<file path="config.mk">
export PLATFORM = sky130hd
export DESIGN_NAME = lcd_host
export DESIGN_NICKNAME = d
export VERILOG_FILES = /design/src/design/lcd_host.v
export VERILOG_INCLUDE_DIRS = /design/src /design/src/design
export SDC_FILE = /design/constraint.sdc
export NUM_CORES = 1
export LEC_CHECK = 0
export BUFFER_PORTS_ARGS = -buffer_cell sky130_fd_sc_hd__buf_2
export CAP_MARGIN = 20
export CELL_PAD_IN_SITES_DETAIL_PLACEMENT = 0
export CELL_PAD_IN_SITES_GLOBAL_PLACEMENT = 2
export CORE_UTILIZATION = 30
export DETAILED_ROUTE_END_ITERATION = 6
export PLACE_DENSITY_LB_ADDON = 0.25
export SLEW_MARGIN = 20
export SYNTH_ARGS = -nofsm -noshare
export SYNTH_HDL_FRONTEND = slang
export SYNTH_SLANG_ARGS = --single-unit
</file>
<file path="constraint.sdc">
create_clock -name sys_clk -period 2.7 [get_ports sys_clk]
set_clock_uncertainty 0.1 [all_clocks]
set_input_delay 0.135 -clock sys_clk [delete_from_list [all_inputs] [get_ports sys_clk]]
set_output_delay 0.135 -clock sys_clk [all_outputs]
set_load 0.005 [all_outputs]
</file>
<file path="src/design/lcd_host_consts.vh">
`ifndef LCD_HOST_CONSTS_VH
`define LCD_HOST_CONSTS_VH

// Clock
`define CLK_PERIOD_NS     20

// Bus timing, in ns as printed
`define T_CYCLE_NS        500
`define T_EHIGH_NS        220
`define T_SETUP_NS        40
`define T_HOLD_NS         10

// Cycle counts, least times rounded up
`define CYC_SETUP  ((`T_SETUP_NS + `CLK_PERIOD_NS - 1) / `CLK_PERIOD_NS)
`define CYC_EHIGH  ((`T_EHIGH_NS + `CLK_PERIOD_NS - 1) / `CLK_PERIOD_NS)
`define CYC_HOLD   ((`T_HOLD_NS + `CLK_PERIOD_NS - 1) / `CLK_PERIOD_NS)
`define CYC_CYCLE  ((`T_CYCLE_NS + `CLK_PERIOD_NS - 1) / `CLK_PERIOD_NS)
`define CYC_GAP    (`CYC_CYCLE - `CYC_SETUP - `CYC_EHIGH - `CYC_HOLD)

// Register byte offsets
`define REG_CMD_OFS       8'h00
`define REG_STATUS_OFS    8'h04
`define REG_CTRL_OFS      8'h08

// Command register fields
`define CMD_DATA_MSB      7
`define CMD_TARGET_BIT    8
`define CMD_DIR_BIT       9

// Status register fields
`define ST_ACTIVE_BIT     0
`define ST_DEV_BUSY_BIT   1
`define ST_DATA_LSB       8
`define ST_ADDR_LSB       16

// Control register fields
`define CTRL_POLL_BIT     0

// Device bus levels
`define DIR_READ          1'b1
`define DIR_WRITE         1'b0
`define TARGET_DATA       1'b1
`define TARGET_COMMAND    1'b0
`define BUSY_FLAG_BIT     7

`define CTRL_RESET        1'h0

`endif

</file>
<file path="src/design/lcd_host.v">
// The APB interface to the registers and the register addresses were decided locally.
`timescale 1ns/100ps
`include "lcd_host_consts.vh"

module lcd_host #(
   parameter CNT_W = 5
) (
   // Clock and reset
   input  wire        sys_clk,
   input  wire        resetn,
   // APB slave
   input  wire        psel,
   input  wire        penable,
   input  wire        pwrite,
   input  wire [7:0]  paddr,
   input  wire [31:0] pwdata,
   output reg  [31:0] prdata,
   output reg         pready,
   output reg         pslverr,
   // Display bus
   output reg         display_target_select,
   output reg         display_dir_select,
   output reg         display_strobe,
   input  wire [7:0]  display_data_in,
   output reg  [7:0]  display_data_out,
   output reg         display_data_oe
);

   localparam [4:0] S_IDLE  = 5'h01;
   localparam [4:0] S_SETUP = 5'h02;
   localparam [4:0] S_HIGH  = 5'h04;
   localparam [4:0] S_HOLD  = 5'h08;
   localparam [4:0] S_GAP   = 5'h10;

   // Counts worked out at full width; a count above CNT_W bits would wrap
   localparam integer SETUP_I = `CYC_SETUP;
   localparam integer EHIGH_I = `CYC_EHIGH;
   localparam integer HOLD_I  = `CYC_HOLD;
   localparam integer GAP_I   = `CYC_GAP;

   localparam [CNT_W-1:0] N_SETUP = SETUP_I[CNT_W-1:0];
   localparam [CNT_W-1:0] N_EHIGH = EHIGH_I[CNT_W-1:0];
   localparam [CNT_W-1:0] N_HOLD  = HOLD_I[CNT_W-1:0];
   localparam [CNT_W-1:0] N_GAP   = GAP_I[CNT_W-1:0];
   localparam [CNT_W-1:0] N_ONE   = {{(CNT_W-1){1'b0}}, 1'b1};

   reg [4:0]       state_reg;
   reg [CNT_W-1:0] cnt_reg;
   reg             poll_en_reg;
   reg             polling_reg;
   reg             op_target_reg;
   reg             op_dir_reg;
   reg [7:0]       op_data_reg;
   reg [7:0]       rd_data_reg;
   reg             dev_busy_reg;

   wire acc        = psel & penable & pready;
   wire wr_cmd     = acc & pwrite & (paddr == `REG_CMD_OFS);
   wire wr_ctrl    = acc & pwrite & (paddr == `REG_CTRL_OFS);
   wire idle       = (state_reg == S_IDLE);
   wire cnt_done   = (cnt_reg == N_ONE);

   function mapped;
      input [7:0] a;
      begin
         mapped = (a == `REG_CMD_OFS) || (a == `REG_STATUS_OFS) || (a == `REG_CTRL_OFS);
      end
   endfunction

   function [CNT_W-1:0] cnt_dec;
      input [CNT_W-1:0] c;
      begin
         cnt_dec = c - N_ONE;
      end
   endfunction

   function host_drives;
      input dir;
      begin
         host_drives = (dir == `DIR_WRITE);
      end
   endfunction

   // APB answer one cycle into the access phase
   always @(posedge sys_clk or negedge resetn) begin
      if (!resetn) begin
         pready  <= 1'b0;
         pslverr <= 1'b0;
         prdata  <= 32'h0000_0000;
      end else begin
         pready  <= psel & penable & ~pready;
         pslverr <= psel & penable & ~pready & ~mapped(paddr);
         prdata  <= 32'h0000_0000;
         if (psel & penable & ~pready & ~pwrite) begin
            if (paddr == `REG_STATUS_OFS) begin
               prdata[`ST_ACTIVE_BIT]             <= ~idle;
               prdata[`ST_DEV_BUSY_BIT]           <= dev_busy_reg;
               prdata[`ST_DATA_LSB+7:`ST_DATA_LSB] <= rd_data_reg;
               prdata[`ST_ADDR_LSB+6:`ST_ADDR_LSB] <= rd_data_reg[6:0];
            end else if (paddr == `REG_CTRL_OFS) begin
               prdata[`CTRL_POLL_BIT] <= poll_en_reg;
            end
         end
      end
   end

   // Control register
   always @(posedge sys_clk or negedge resetn) begin
      if (!resetn)
         poll_en_reg <= `CTRL_RESET;
      else if (wr_ctrl)
         poll_en_reg <= pwdata[`CTRL_POLL_BIT];
   end

   // Display bus sequencer; commands written while active are dropped
   always @(posedge sys_clk or negedge resetn) begin
      if (!resetn) begin
         state_reg             <= S_IDLE;
         cnt_reg               <= {CNT_W{1'b0}};
         polling_reg           <= 1'b0;
         op_target_reg         <= `TARGET_COMMAND;
         op_dir_reg            <= `DIR_WRITE;
         op_data_reg           <= 8'h00;
         rd_data_reg           <= 8'h00;
         dev_busy_reg          <= 1'b0;
         display_target_select <= `TARGET_COMMAND;
         display_dir_select    <= `DIR_WRITE;
         display_strobe        <= 1'b0;
         display_data_out      <= 8'h00;
         display_data_oe       <= 1'b0;
      end else begin
         case (state_reg)
            S_IDLE: begin
               if (wr_cmd) begin
                  op_data_reg   <= pwdata[`CMD_DATA_MSB:0];
                  op_target_reg <= pwdata[`CMD_TARGET_BIT];
                  op_dir_reg    <= pwdata[`CMD_DIR_BIT];
                  polling_reg   <= poll_en_reg;
                  if (poll_en_reg) begin
                     // Busy poll is a command read
                     display_target_select <= `TARGET_COMMAND;
                     display_dir_select    <= `DIR_READ;
                     display_data_oe       <= 1'b0;
                  end else begin
                     display_target_select <= pwdata[`CMD_TARGET_BIT];
                     display_dir_select    <= pwdata[`CMD_DIR_BIT];
                     display_data_out      <= pwdata[`CMD_DATA_MSB:0];
                     display_data_oe       <= host_drives(pwdata[`CMD_DIR_BIT]);
                  end
                  cnt_reg   <= N_SETUP;
                  state_reg <= S_SETUP;
               end
            end
            S_SETUP: begin
               if (cnt_done) begin
                  display_strobe <= 1'b1;
                  cnt_reg        <= N_EHIGH;
                  state_reg      <= S_HIGH;
               end else
                  cnt_reg <= cnt_dec(cnt_reg);
            end
            S_HIGH: begin
               if (cnt_done) begin
                  // Sample late in the high phase, past the read delay
                  if (display_dir_select == `DIR_READ) begin
                     if (polling_reg)
                        dev_busy_reg <= display_data_in[`BUSY_FLAG_BIT];
                     else
                        rd_data_reg <= display_data_in;
                  end
                  display_strobe <= 1'b0;
                  cnt_reg        <= N_HOLD;
                  state_reg      <= S_HOLD;
               end else
                  cnt_reg <= cnt_dec(cnt_reg);
            end
            S_HOLD: begin
               if (cnt_done) begin
                  display_data_oe <= 1'b0;
                  cnt_reg         <= N_GAP;
                  state_reg       <= S_GAP;
               end else
                  cnt_reg <= cnt_dec(cnt_reg);
            end
            S_GAP: begin
               // Gap keeps the enable cycle time between strobes
               if (cnt_done) begin
                  cnt_reg   <= N_SETUP;
                  state_reg <= S_SETUP;
                  if (polling_reg && dev_busy_reg) begin
                     state_reg <= S_SETUP;
                  end else if (polling_reg) begin
                     polling_reg           <= 1'b0;
                     display_target_select <= op_target_reg;
                     display_dir_select    <= op_dir_reg;
                     display_data_out      <= op_data_reg;
                     display_data_oe       <= host_drives(op_dir_reg);
                  end else begin
                     state_reg <= S_IDLE;
                  end
               end else
                  cnt_reg <= cnt_dec(cnt_reg);
            end
            default: begin
               state_reg      <= S_IDLE;
               display_strobe <= 1'b0;
               display_data_oe <= 1'b0;
            end
         endcase
      end
   end

endmodule // lcd_host

</file>
==> summary by stage <==
Outcome
The flow ran to the end, and the final reports show no timing, DRC or antenna violations.

GRT
The wire length of the first global-routing pass is 10200 um. The largest net degree at the start of global routing is 56. The initial antenna violation count came to 0.

The overall global routing resource usage is 0.131. The number of global-route vias before repair is 1978. The total grt overflow is 0.

STA
The slew at the pin closest to its max-slew limit is 700 ps. Setup repair after global routing left no endpoint under its margin. The count of final setup violators is 0. The number of hold violations in the final report is 0.

The number of pins exceeding their max-slew limit in the final report is 0. Headroom to the max-slew limit came out at 0.533. The worst path in the final design needs a cycle of 2440 ps, including I/O delays and setup. The final period utilization is 0.905. The achievable frequency is 0.409 GHz.

Summed over all failing endpoints, the final setup total negative slack is 0 ps.

Logic synthesis
The share of synthesized area in the top cell type comes to 0.476. The count of cell types in the netlist is 54. Counting flops and latches in the post-synthesis netlist gives 55. Of all flip-flops after synthesis, the portion carrying an async set or reset was 1.00. The synthesized instance count is 261. After synthesis the cells add up to 2840 um^2.

Dividing the synthesized area by the synthesized cell count gives 10.9 um^2. The share of synthesized area occupied by flip-flops and latches is 0.485. The prevailing post-synth register cell is dfrtp_1. The total number of yosys warnings is 0. By area the synthesized netlist is led by dfrtp_1, buf_4, mux2_2. The cell type contributing the most total cell area after synthesis is dfrtp_1. The count of flip-flops with a built-in enable after synthesis is 0.

Place
The number of buffers inserted by port buffering is 61. Once detailed placement completed, the half-perimeter wirelength came to 4450 um. The post-detailed-placement cell area is 3220 um^2. The congestion estimate from routability-driven global placement came to 0.721.

Once placement completed, the tool counted placed cells totaling 428.

CTS
The clock tree from TritonCTS is yes. The tree built by TritonCTS fans out to 55 sinks. Post-CTS repair changed the size of 0 cells. The clock transition time at the flip-flop clock pins of the worst setup and hold paths is 110 ps. The CTS buffer count is 5.

The H-tree generated during clock tree synthesis spans 2 levels. The tree is rooted in a clkbuf_8. The clock insertion delay at the later pin of the skew report is 310 ps. Counting along the longest clock path gives a buffer depth of 2.

Final layout
The number of standard cells in the layout, taps in and fillers out is 457. The fraction of final layout cells sized beyond drive strength 1 is 0.324. The final instance area is 3520 um^2. The number of flip-flops under the largest register name is 10.

The number of antenna diodes in the final layout is 0. The number of nets at the end of the flow is 400. The area added between synthesis and finish is 24.0%.

prdata holds more flip-flops than any other register.

Route
After detailed routing, the number of vias per cell comes to 4.78. After detailed routing, the average wire length per cell comes to 13.6 um. The sum of routed wire length over all layers is 6210 um. The number of violations reported at the end of detailed-routing iteration 0 is 82. The first TritonRoute pass finished after 4 iterations. In the routed design, unresolved DRC markers number 0. The count of vias placed by the detailed router is 2185. The count of nets left with antenna violations once routing finished came out at 0.

Die
The initial utilization of the core area, before any placement, comes to 0.309. The number of rows created at floorplan is 35. The vertical die dimension is 99.3 um. The placeable core region is 9200 um^2. The x dimension of the die is 99.3 um.

Pin placement for this block handled 99 I/O pins. The floorplan step defined a die boundary enclosing 9860 um^2.

Worst setup path
The worst setup path is launched from a flip-flop. The worst setup path is of the flip-flop to flip-flop kind. The data required time of the worst path is 2800 ps.

The worst setup path is captured at a flip-flop. The biggest fanout along the worst timing path is 16. STA puts the critical path data arrival time at 2540 ps.

Worst hold path
The path class of the tightest hold or removal check is primary input to flip-flop.

Power
The worst ir drop on vdd is 251 uV. The overall power of the completed layout is 2510 uW. The cell area power density is 713 nW/um^2. In this run the static leakage power is 0.00175 uW.

Run
The max capacitance violation total is 0.
[power by group]
part,switching [uW],internal [uW]
Combinational,493,431
Clock,290,189
Sequential,144,966
Total,926,1590
[worst max-delay path, cell delays in order, from the launching register on]
cell,delay (ps)
dfrtp_1,390
inv_1,90
ha_1,160
or4b_1,600
o311ai_2,400
o221ai_1,210
buf_4,230
nand2_1,80
o21ai_0,70
[stage by stage]
stage	utilization	hold WS, ps	setup slack (ps)
after CTS	0.382	2.33	253
final	0.383	13.9	257
after floorplan	-	-261	416
after global routing	0.383	0.0809	75.1
after detailed placement	0.350	221	269
after global placement	0.350	228	261
[cell usage after synthesis (2+ instances only)]
library cell and number:
dfrtp_1 54, o211ai_1 2, mux2_2 13, xnor2_1 2, a31oi_1 2, nand3b_1 3, a21boi_0 2, nand2_1 20
and2_1 12, buf_4 22, nand4_1 2, a22o_1 3, nor3_1 4, or4_1 2, nand2b_1 5, o22ai_1 4
nor2_1 9, o21ai_0 17, inv_1 7, ha_1 2, mux2_4 8, xor2_1 2, mux2i_1 11, buf_2 3
and3_1 2, nor2b_1 3, clkbuf_1 6, or2_2 3, nor4b_1 3, a21oi_1 5, nand3_1 5
[placed cells by master, fill, tap and decap left out, types with 2 or more instances in the layout]
master / count
o22ai_1: 4
o21ai_0: 17
nand3b_1: 3
and2_1: 12
nand4_1: 2
xnor2_1: 2
xor2_1: 2
nand2_1: 20
o211ai_1: 2
buf_4: 13
a21oi_1: 5
buf_2: 61
clkbuf_8: 5
nor4b_1: 3
a22o_1: 3
ha_1: 2
nor2_1: 9
or4_1: 2
a31oi_1: 2
nor2b_1: 3
mux2i_1: 11
nand2b_1: 5
nand3_1: 5
and3_1: 2
inv_1: 7
inv_6: 2
mux2_2: 13
nor3_1: 4
dfrtp_1: 54
dlygate4sd3_1: 21
mux2_4: 8
conb_1: 15
a21boi_0: 2
or2_2: 3
[final timing paths]
kind	slack [ps]	depth (start not counted)	endpoint	startpoint
setup / recovery	260	8	display_data_out[0]	cnt_reg[1]
hold / removal	10	3	pslverr	paddr[3]
setup reg to reg	260	8	display_data_out[0]	cnt_reg[1]
hold reg to reg	380	1	prdata[14]	rd_data_reg[6]
max in group asynchronous	1660	3	polling_reg	resetn
min in group asynchronous	380	3	prdata[17]	resetn
[layout make-up]
cell class	instances	area, um^2
Fill cell	924	5670
Sequential cell	55	1380
Multi-Input combinational cell	181	1270
Timing Repair Buffer	95	613
Tap cell	111	139
Clock buffer	5	68.8
Inverter	7	26.3
Clock inverter	3	22.5
[metal layers]
metal	wire [um]	track usage	vias to the layer above
met1	2970	0.182	1050
li1	-	-	1070
met3	251	0.0281	4
met2	2940	0.211	61
met5	0	0	-
met4	47	0.0271	0
[repair_timing]
item                      CTS  global route
buffers inserted            0             0
hold buffers               20             1
hold endpoints to repair   75             1
[cells by family after synthesis]
| logic type | after synthesis | share of synthesized area |
|---|---|---|
| AOI/OAI and AO/OA | 48 | 0.116 |
| xor gates and xnor gates | 4 | 0.0123 |
| adders and majority gates | 2 | 0.00881 |
| buffers and inverters | 39 | 0.0846 |
| DFF | 55 | 0.485 |
| muxes | 32 | 0.133 |
| other | 1 | 0.00132 |
| and+or+nand+nor | 80 | 0.159 |
Note: power is estimated with default switching activity, not from simulation.
